## src/common/iprc_defs.vh

```
// Constants for the comparator and converter-pair priority register block.
// Assumes a classic Wishbone slave with 32-bit data; each register takes one aligned word.
`ifndef IPRC_DEFS_VH
`define IPRC_DEFS_VH

`define IPRC_ADDR_CMP_A      4'h0
`define IPRC_ADDR_CMP_B      4'h4
`define IPRC_ADDR_PAIR_LOW   4'h8
`define IPRC_ADDR_PAIR_HIGH  4'hC

`define IPRC_MASK_CMP_A      16'h7770
`define IPRC_MASK_CMP_B      16'h0007
`define IPRC_MASK_PAIR_LOW   16'h7770
`define IPRC_MASK_PAIR_HIGH  16'h0777

`define IPRC_RST_CMP_A       16'h4440
`define IPRC_RST_CMP_B       16'h0004
`define IPRC_RST_PAIR_LOW    16'h4440
`define IPRC_RST_PAIR_HIGH   16'h0444

`define IPRC_LEVEL_OFF       3'h0
`define IPRC_LEVEL_MAX       3'h7

`endif

```

## src/verilog/iprc_reg16.v

```verilog
// One 16-bit priority register with a fixed implemented-bit mask.
// Assumes the write strobe and byte enables are already decoded by the bus slave.
`include "iprc_defs.vh"

module iprc_reg16 #(
  parameter [15:0] MASK      = 16'hFFFF,
  parameter [15:0] RST_VALUE = 16'h0000
) (
  // Clock and reset
  input  wire        clk,
  input  wire        reset,
  // Write side
  input  wire        wr_en,
  input  wire [1:0]  byte_en,
  input  wire [15:0] wr_data,
  // Stored value
  output wire [15:0] value
);

  reg  [15:0] value_q;
  reg  [15:0] value_d;
  wire [15:0] lane_mask;

  assign lane_mask = {{8{byte_en[1]}}, {8{byte_en[0]}}} & MASK;

  always @* begin
    value_d = value_q;
    if (wr_en) begin
      value_d = (value_q & ~lane_mask) | (wr_data & lane_mask);
    end
  end

  always @(posedge clk) begin
    if (reset) begin
      value_q <= RST_VALUE & MASK;
    end else begin
      value_q <= value_d;
    end
  end

  assign value = value_q & MASK;

endmodule

```

## src/verilog/iprc_top.v

```verilog
// Priority registers for four comparator sources and six converter-pair sources.
// Assumes a classic Wishbone master on the same clock; the levels feed an arbiter elsewhere.
`include "iprc_defs.vh"

module iprc_top (
  // Clock and reset
  input  wire        clk,
  input  wire        reset,
  // Wishbone slave
  input  wire        wb_cyc_i,
  input  wire        wb_stb_i,
  input  wire        wb_we_i,
  input  wire [3:0]  wb_adr_i,
  input  wire [3:0]  wb_sel_i,
  input  wire [31:0] wb_dat_i,
  output reg  [31:0] wb_dat_o,
  output reg         wb_ack_o,
  output reg         wb_err_o,
  // Priority levels to the arbiter
  output wire [2:0]  cmp1_level,
  output wire [2:0]  cmp2_level,
  output wire [2:0]  cmp3_level,
  output wire [2:0]  cmp4_level,
  output wire [2:0]  conv_pair0_level,
  output wire [2:0]  conv_pair1_level,
  output wire [2:0]  conv_pair2_level,
  output wire [2:0]  conv_pair3_level,
  output wire [2:0]  conv_pair4_level,
  output wire [2:0]  conv_pair5_level,
  // Source enables, low when the level is zero
  output wire [3:0]  cmp_enabled,
  output wire [5:0]  conv_pair_enabled
);

  // A level of zero disables the source; 1..7 is the level itself, 7 highest.
  function src_on;
    input [2:0] level;
    begin
      src_on = (level != `IPRC_LEVEL_OFF);
    end
  endfunction

  wire        req;
  wire [3:0]  sel_reg;
  wire        mapped;
  wire [15:0] val_cmp_a;
  wire [15:0] val_cmp_b;
  wire [15:0] val_pair_low;
  wire [15:0] val_pair_high;
  reg  [15:0] rd_mux;

  assign req        = wb_cyc_i & wb_stb_i & ~wb_ack_o & ~wb_err_o;
  assign sel_reg[0] = (wb_adr_i == `IPRC_ADDR_CMP_A);
  assign sel_reg[1] = (wb_adr_i == `IPRC_ADDR_CMP_B);
  assign sel_reg[2] = (wb_adr_i == `IPRC_ADDR_PAIR_LOW);
  assign sel_reg[3] = (wb_adr_i == `IPRC_ADDR_PAIR_HIGH);
  assign mapped     = |sel_reg;

  iprc_reg16 #(
    .MASK      (`IPRC_MASK_CMP_A),
    .RST_VALUE (`IPRC_RST_CMP_A)
  ) u_cmp_a (
    .clk     (clk),
    .reset   (reset),
    .wr_en   (req & wb_we_i & sel_reg[0]),
    .byte_en (wb_sel_i[1:0]),
    .wr_data (wb_dat_i[15:0]),
    .value   (val_cmp_a)
  );

  iprc_reg16 #(
    .MASK      (`IPRC_MASK_CMP_B),
    .RST_VALUE (`IPRC_RST_CMP_B)
  ) u_cmp_b (
    .clk     (clk),
    .reset   (reset),
    .wr_en   (req & wb_we_i & sel_reg[1]),
    .byte_en (wb_sel_i[1:0]),
    .wr_data (wb_dat_i[15:0]),
    .value   (val_cmp_b)
  );

  iprc_reg16 #(
    .MASK      (`IPRC_MASK_PAIR_LOW),
    .RST_VALUE (`IPRC_RST_PAIR_LOW)
  ) u_pair_low (
    .clk     (clk),
    .reset   (reset),
    .wr_en   (req & wb_we_i & sel_reg[2]),
    .byte_en (wb_sel_i[1:0]),
    .wr_data (wb_dat_i[15:0]),
    .value   (val_pair_low)
  );

  iprc_reg16 #(
    .MASK      (`IPRC_MASK_PAIR_HIGH),
    .RST_VALUE (`IPRC_RST_PAIR_HIGH)
  ) u_pair_high (
    .clk     (clk),
    .reset   (reset),
    .wr_en   (req & wb_we_i & sel_reg[3]),
    .byte_en (wb_sel_i[1:0]),
    .wr_data (wb_dat_i[15:0]),
    .value   (val_pair_high)
  );

  always @* begin
    case (wb_adr_i)
      `IPRC_ADDR_CMP_A:     rd_mux = val_cmp_a;
      `IPRC_ADDR_CMP_B:     rd_mux = val_cmp_b;
      `IPRC_ADDR_PAIR_LOW:  rd_mux = val_pair_low;
      `IPRC_ADDR_PAIR_HIGH: rd_mux = val_pair_high;
      default:              rd_mux = 16'h0000;
    endcase
  end

  // Each request is answered one cycle later; an unmapped address gets err instead of ack.
  always @(posedge clk) begin
    if (reset) begin
      wb_ack_o <= 1'b0;
      wb_err_o <= 1'b0;
      wb_dat_o <= 32'h00000000;
    end else begin
      wb_ack_o <= req & mapped;
      wb_err_o <= req & ~mapped;
      if (req & ~wb_we_i) begin
        wb_dat_o <= {16'h0000, rd_mux};
      end
    end
  end

  assign cmp3_level       = val_cmp_a[14:12];
  assign cmp2_level       = val_cmp_a[10:8];
  assign cmp1_level       = val_cmp_a[6:4];
  assign cmp4_level       = val_cmp_b[2:0];
  assign conv_pair2_level = val_pair_low[14:12];
  assign conv_pair1_level = val_pair_low[10:8];
  assign conv_pair0_level = val_pair_low[6:4];
  assign conv_pair5_level = val_pair_high[10:8];
  assign conv_pair4_level = val_pair_high[6:4];
  assign conv_pair3_level = val_pair_high[2:0];

  // The level outputs carry the stored code unchanged: 111 is 7, 001 is 1.
  assign cmp_enabled = {src_on(cmp4_level), src_on(cmp3_level),
                        src_on(cmp2_level), src_on(cmp1_level)};
  assign conv_pair_enabled = {src_on(conv_pair5_level), src_on(conv_pair4_level),
                              src_on(conv_pair3_level), src_on(conv_pair2_level),
                              src_on(conv_pair1_level), src_on(conv_pair0_level)};

endmodule

```

## config.mk

```make
export PLATFORM = sky130hd
export DESIGN_NAME = iprc_top
export DESIGN_NICKNAME = d
export VERILOG_FILES = /design/src/verilog/iprc_reg16.v /design/src/verilog/iprc_top.v
export VERILOG_INCLUDE_DIRS = /design/src /design/src/common
export SDC_FILE = /design/constraint.sdc
export NUM_CORES = 1
export LEC_CHECK = 0
export BUFFER_PORTS_ARGS = -buffer_cell sky130_fd_sc_hd__buf_2
export CORE_AREA = 2 2 74 90
export CTS_BUF_LIST = sky130_fd_sc_hd__clkbuf_2
export DETAILED_ROUTE_END_ITERATION = 7
export DIE_AREA = 0 0 76 92
export PLACE_DENSITY = 0.81
export REMOVE_ABC_BUFFERS = 1
export SLEW_MARGIN = 10
export SYNTH_ARGS = -nofsm -noshare
export SYNTH_HDL_FRONTEND = slang
export SYNTH_HIERARCHICAL = 1
export SYNTH_SLANG_ARGS = --single-unit
```

## constraint.sdc

```tcl
create_clock -name clk -period 2.4 [get_ports clk]
set_clock_uncertainty 0.2 [all_clocks]
set_input_delay 0.36 -clock clk [delete_from_list [all_inputs] [get_ports clk]]
set_output_delay 0.36 -clock clk [all_outputs]
set_load 0.02 [all_outputs]
```

# --- Word level (Yosys, flattened, before mapping) ---
# Cells that the tools add are included.
op_classes:
  n_mul: 0
  shift: 0
  n_eq_ne: 3
  mux: 1
  n_reduce_logical: 12
  magnitude_cmp: 0
  n_bitwise: 29
  div: 0
  n_addsub: 0
op_table:
  columns: ["cell", "count"]
  rows:
  - ["AND 16 bit", 4]
  - ["OR 16 bit", 4]
  - ["one-hot mux 15 bit (4 select lines)", 1]
  - ["nonzero test 3 bit", 10]
  - ["AND 16 x 11 -> 16 bit", 1]
  - ["AND 16 x 15 -> 16 bit", 1]
  - ["AND 16 x 3 -> 16 bit", 1]
  - ["NOT 11 -> 16 bit", 1]
  - ["NOT 15 -> 16 bit", 1]
  - ["NOT 3 -> 16 bit", 1]
  - ["AND 1 bit", 11]
  - ["== test 4 bit (second input constant)", 2]
  - ["== test 4 x 3 -> 1 bit (second input constant)", 1]
  - ["zero test 4 bit", 1]
  - ["NOT 1 bit", 4]
  - ["OR reduction 4 bit", 1]
totals:
  latch_bits: 0
  elab_cells: 52
  output_inout_bits: 74
  mem_bits_rw: 0
  regBits: 82
  mem_count: 0
  rom_bits: 0
  in_bits: 45

# --- Longest topological paths before layout ---
# Gate-level depths: netlist (run 1).
logic_depth:
  word_depth: 5
  mapped_depth: 8
  mapped_depth_nobuf: 5

# --- By module ---
# The synthesis (run 1) kept the hierarchy.
modules_own_cells:
  columns: ["mod", "seq_area_each_um2", "cells_each", "area_each_um2", "instances"]
  rows:
  - ["iprc_top", 360.3, 171, 1450.1, 1]
  - ["iprc_reg16 (u_cmp_a ...)", 180.2, 46, 445.4, 3]
  - ["iprc_reg16 (u_cmp_b)", 60.1, 25, 219.0, 1]

# --- Worst setup path after synthesis (run 1) ---
# Ideal clock, no wire load.
synth_path:
  kind: "in2reg"
  startpoint: "input wb_we_i"
  endpoint: "register with a tool-made name"
  arrival_time_ps: 1601
  required_ps: 2078
  path_buffers: 2
  slack_ps: 477
  cell_stages: 6
  setup_ps: 122
  path_cell_list: "clkbuf_1 -> clkbuf_1 -> nand4_1 -> nor2_1 -> a21boi_1 -> a311o_1"
synth_rtl:
  columns: ["item", "line", "text"]
  rows:
  - ["start: declaration", "iprc_top.v:12", "input wire wb_we_i,"]

==> flow_summary.toml, run 1 <==
[status]
status = "finished, final reports clean"

[global_route]
grt_pass1_wl_um = 10630
grt-busiest-layer = "met2"
track_usage_pct = 18.50
grt_use_met3_pct = 3.150
grt_pass1_vias = 2327
grt_remaining_overflow = 0
grt_max_degree = 49
use_met1_pct = 21.55
antenna_found_initial = 0
use_met2_pct = 34.75

[placement]
hpwlAfterDp_um = 4688
numPortBuffers = 80
place_ws_ns = 0.1631
gp_congestion = 0.7668
dp.cells = 476

[timing]
hold-worst-slack_ns = 0.09722
slew-limit-headroom_pct = 59.39
slew_viol_final = 0
rsz0062_at_grt = "no"
setup_slack_ns = 0.2081
hold_violations = 0
fin_setup_tns_ns = 0
fin_crit_sh_pct = 91.33
fmax_mhz = 456.2
min_period_ns = 2.192
worst_pin_slew_ns = 0.6092
setup_violations = 0

[layout]
diodes = 0
layout-drive-gt1-share_pct = 26.76
nets = 456
n_fill_cell = 588
fin_cells = 496
area_delta_synth_final_pct = 12.49

[pwr]
power.density_mw_per_mm2 = 384.6
p_leak_nw = 1.509
peakVddDrop_mv = 0.2952
power_w = 0.001300

[critical_path]
required_ns = 2.51
path_max_fanout = 17
crit_family = "simple AND/OR/NAND/NOR gates"
crit_buf_inv = 1
crit_chain = "nor4bb_1 > nand3_1 > nor3_2 > buf_12 > nand2_1 > a211o_1"
critPathSlowestCell = "nor4bb_1"
arrival_ns = 2.30
cp_slowest_stage_delay_ns = 0.49
cp-startpoint = "wb_ack_o"
critPathKind = "reg -> reg"
reg2reg_from = "wb_ack_o"
start_kind = "flip-flop"
end_kind = "flip-flop"

[synth]
synth_top_area_share_pct = 31.97
yosys_warnings = 6
syn_area_per_cell_um2 = 8.998
netlist_area_mm2 = 0.003005
yosysSeqAreaShare_pct = 31.97
synth_seq_cells = 48
synth_top_area_cell = "dfxtp_1"
yosysUniqueCellTypes = 32
synthTopCellsByArea = "dfxtp_1 (32%), buf_4 (12%), mux2i_1 (11%), o22a_1 (4.7%), buf_6 (4.1%)"
synthCells = 334

[clocking]
clk_pin_slew_ns = 0.25
cts_tree = "built"
cts_made_buffers = 5
clkLatencyLatePin_ns = 0.42
clock_sinks = 48
htree_levels = 2
cts-root-buf = "clkbuf_2"
cts.path.max_buffers = 2

[detailed_routing]
drtIter0Drc = 107
vias_per_cell = 5.054
drc = 0
ant_nets = 0
first_pass_iters = 4
wire_per_inst_um = 13.69
drt_wl_total_um = 6792
num_vias = 2507

[floorplan]
core_area_mm2 = 0.006206
start_util_pct = 48.43
fp.dieH_um = 92
pin_count = 119
dieArea_mm2 = 0.006992
num_rows = 32
fp.dieW_um = 76

[worst_hold_path]
hp-start = "wb_adr_i[0]"
hold_path_class = "in -> reg"

[flow_run]
maxCapViolCount = 0
-- layout by cell type (no fill, tap or decap), drive strengths merged --
cell type and instances:
clkbuf 5, a211o 6, or4b 1, nor3 3, conb 50, dfxtp 48
nor2 3, o22a 16, or3b 1, dlygate4sd3 13, nand4 1, a21bo 20
inv 1, and3 6, a311o 4, nor4 1, nand3 21, a21boi 4
nand2 3, mux2i 32, buf 89, clkinv 2, nor4bb 1, a21oi 20
nand4bb 1, o21ai 32, or3 11, nor2b 16
-- metrics by stage --
stage,area (um^2),utilization (%)
6_report,3381,54.48
4_1_cts,3371,54.31
3_3_place_gp,3218,51.85
5_1_grt,3381,54.48
2_1_floorplan,2609,-
3_5_place_dp,3218,51.85
-- area by class of cell --
type / count / area, um^2 / area share [%]
tap: 85 / 106.4 / 3.146
sequential: 48 / 960.9 / 28.42
clock inverter: 2 / 7.507 / 0.2221
timing repair buffer: 102 / 623.1 / 18.43
inverter: 1 / 3.754 / 0.1110
multi-input combinational: 253 / 1654 / 48.93
clock buffer: 5 / 25.02 / 0.7402
-- metal layers --
| metal | routed length (um) | share of wire [%] |
|---|---|---|
| met1 | 2919 | 43 |
| met2 | 3465 | 51 |
| met3 | 331 | 4.9 |
| met4 | 76 | 1.1 |
| met5 | 0 | 0 |
-- Yosys cell counts --
cell type,number
buf_4,50
dfxtp_1,48
mux2i_1,32
nand3_1,21
a21oi_1,20
o21ai_0,19
nor2b_1,16
o22a_1,16
a21bo_2,11
buf_6,11
clkbuf_1,11
o21ai_1,11
or3_1,11
a21bo_1,9
a211o_1,6
and3_1,6
buf_2,5
conb_1,5
a311o_1,4
a21boi_0,3
nand2_1,3
nor2_1,3
nor3_1,3
o21ai_2,2
a21boi_1,1
inv_1,1
nand4_1,1
nand4bb_1,1
nor4_1,1
nor4bb_1,1
or3b_1,1
or4b_4,1
-- power by group --
| group | internal, W | switching, W | leakage [nW] |
|---|---|---|---|
| clock | 0.0000601 | 0.000245 | 0.0239 |
| sequential | 0.000802 | 0.00000227 | 0.387 |
| combinational | 0.0000694 | 0.000121 | 1.10 |
| total | 0.000932 | 0.000368 | 1.51 |
-- timing repair --
| action | in CTS | in global routing |
|---|---|---|
| buffers inserted | 0 | 0 |
| resized for setup | 0 | 0 |
| endpoints found under the hold margin | 20 | 1 |
| hold buffers | 12 | 1 |
-- worst min-delay path: cells and delay by family --
kind | cells | cell delay, ns
AND/OR/NAND/NOR | 2 | 0.24
buffers and inverters | 1 | 0.10
-- worst paths after layout --
check,endpoint,cells past startpoint,slack [ns]
max,flip-flop,6,0.21
min,wb_err_o,3,0.1
max reg2reg,flip-flop,6,0.21
min reg2reg,flip-flop,1,0.35
-- logic make-up (layout without fill, tap and decap cells) --
| logic type | Yosys count | in the layout | share of synthesized area (%) |
|---|---|---|---|
| AND/OR/NAND/NOR | 69 | 69 | 13.49 |
| multiplexers | 32 | 32 | 10.66 |
| flip-flops | 48 | 48 | 31.97 |
| other | 5 | 50 | 0.6245 |
| buffers and inverters | 78 | 110 | 18.94 |
| AO/OA/AOI/OAI | 102 | 102 | 24.31 |
(Power assumes the default switching activity.)
==> run 2, diff against run 1 <==
==> constraint.sdc (replaced) <==
create_clock -name clk -period 2.7 [get_ports clk]
set_clock_uncertainty 0.2 [all_clocks]
set_input_delay 0.405 -clock clk [delete_from_list [all_inputs] [get_ports clk]]
set_output_delay 0.405 -clock clk [all_outputs]
set_load 0.02 [all_outputs]
==> flow_summary.toml, run 2 (synthesized netlist as in run 1, its figures left out) <==
[critical_path]
end_kind = "flip-flop"
r2r_slack_ns = 0.60
arrival_ns = 2.28
critPathKind = "in -> reg"
start_kind = "primary input"
required_ns = 2.84
path_max_fanout = 17
rr_worst_depth = 6
cp-startpoint = "wb_adr_i[0]"
reg2reg_from = "wb_ack_o"

[detailed_routing]
wire_per_inst_um = 13.72
drc = 0
drtIter0Drc = 163
first_pass_iters = 4
ant_nets = 0
num_vias = 2455
vias_per_cell = 5.031
drt_wl_total_um = 6693

[clocking]
cts_tree = "built"
clkLatencyLatePin_ns = 0.42
htree_levels = 2
clock_sinks = 48
post_cts_resize_count = 0
cts.path.max_buffers = 2
clk_pin_slew_ns = 0.22
cts-root-buf = "clkbuf_2"
cts_made_buffers = 5

[timing]
fin_crit_sh_pct = 79.36
rsz0062_at_grt = "no"
fin_setup_tns_ns = 0
slew_viol_final = 0
setup_violations = 0
min_period_ns = 2.143
slew-limit-headroom_pct = 60.99
hold_violations = 0
fmax_mhz = 466.7
worst_pin_slew_ns = 0.5852
hold-worst-slack_ns = 0.02341

[global_route]
grt_pass1_vias = 2228
antenna_found_initial = 0
grt_pass1_wl_um = 10510
grt_remaining_overflow = 0
track_usage_pct = 18.46
grt_max_degree = 49

[status]
status = "finished, final reports clean"

[pwr]
power.density_mw_per_mm2 = 355.3
power_w = 0.001164
peakVddDrop_mv = 0.1726
p_leak_nw = 1.470

[floorplan]
fp.dieH_um = 92
start_util_pct = 48.43
fp.dieW_um = 76
num_rows = 32
core_area_mm2 = 0.006206
dieArea_mm2 = 0.006992
pin_count = 119

[layout]
diodes = 0
n_fill_cell = 607
final_common_cell = "buf_2"
nets = 447
layout.cells.most_common_list = "buf_2 (80), conb_1 (50), dfxtp_1 (48)"
fin_cells = 488
layout-drive-gt1-share_pct = 27.30
area_delta_synth_final_pct = 9.034
regArea_um2 = 960.9
multi_input_area_mm2 = 0.001654

[placement]
hpwlAfterDp_um = 4622
numPortBuffers = 80
dp.cells = 474
gp_congestion = 0.7949

[flow_run]
maxCapViolCount = 0

[worst_hold_path]
hold_path_class = "in -> reg"
## run 2: worst min-delay path by stage
stage	from	to	depth (start not counted)
after floorplan	reset	flip-flop	1
after global placement	flip-flop	flip-flop	1
after detailed placement	flip-flop	flip-flop	1
after CTS	wb_dat_i[13]	flip-flop	3
after global routing	wb_dat_i[9]	flip-flop	3
final	wb_dat_i[13]	flip-flop	3
## run 2: through the flow
step           utilization [%]  worst slack (ns)  area [um^2]
6_report                 52.80            0.5573         3277
5_1_grt                  52.80            0.4278         3277
4_1_cts                  52.80            0.5701         3277
3_5_place_dp             51.21            0.4797         3178
3_3_place_gp             51.21            0.4952         3178
2_1_floorplan                -            0.1903         2609
## run 2: layer usage
layer	vias to the layer above	routed length, um	global-route usage, %
met3	6	338	3.740
met2	63	3379	32.96
met4	0	82	5.455
met5	-	0	0
li1	1236	-	-
met1	1150	2892	22.42
## run 2: timing repair
action                                 in CTS  in global routing
buffers inserted                            0                  0
endpoints found under the hold margin       8                  0
setup endpoints to repair                   0                  0
hold buffers                                6                  0
## run 2: critical path, stage by stage
cell	delay (ns)
dlygate4sd3_1	0.54
buf_2	0.14
nor2_1	0.22
nand3_1	0.18
nor3_2	0.13
buf_4	0.25
nand2_1	0.10
a211o_1	0.30
## run 2: cell type report
type	instances	area share, %
sequential	48	29.32
clock inverter	3	0.4200
timing repair buffer	93	15.65
clock buffer	5	0.7637
tap	85	3.246
multi-input combinational	253	50.48
inverter	1	0.1145
## run 2: where the power goes
part / switching (W) / internal (W) / total [W]
Clock: 0.000230 / 0.0000582 / 0.000288
Combinational: 0.000107 / 0.0000539 / 0.000161
Sequential: 0.00000206 / 0.000713 / 0.000715
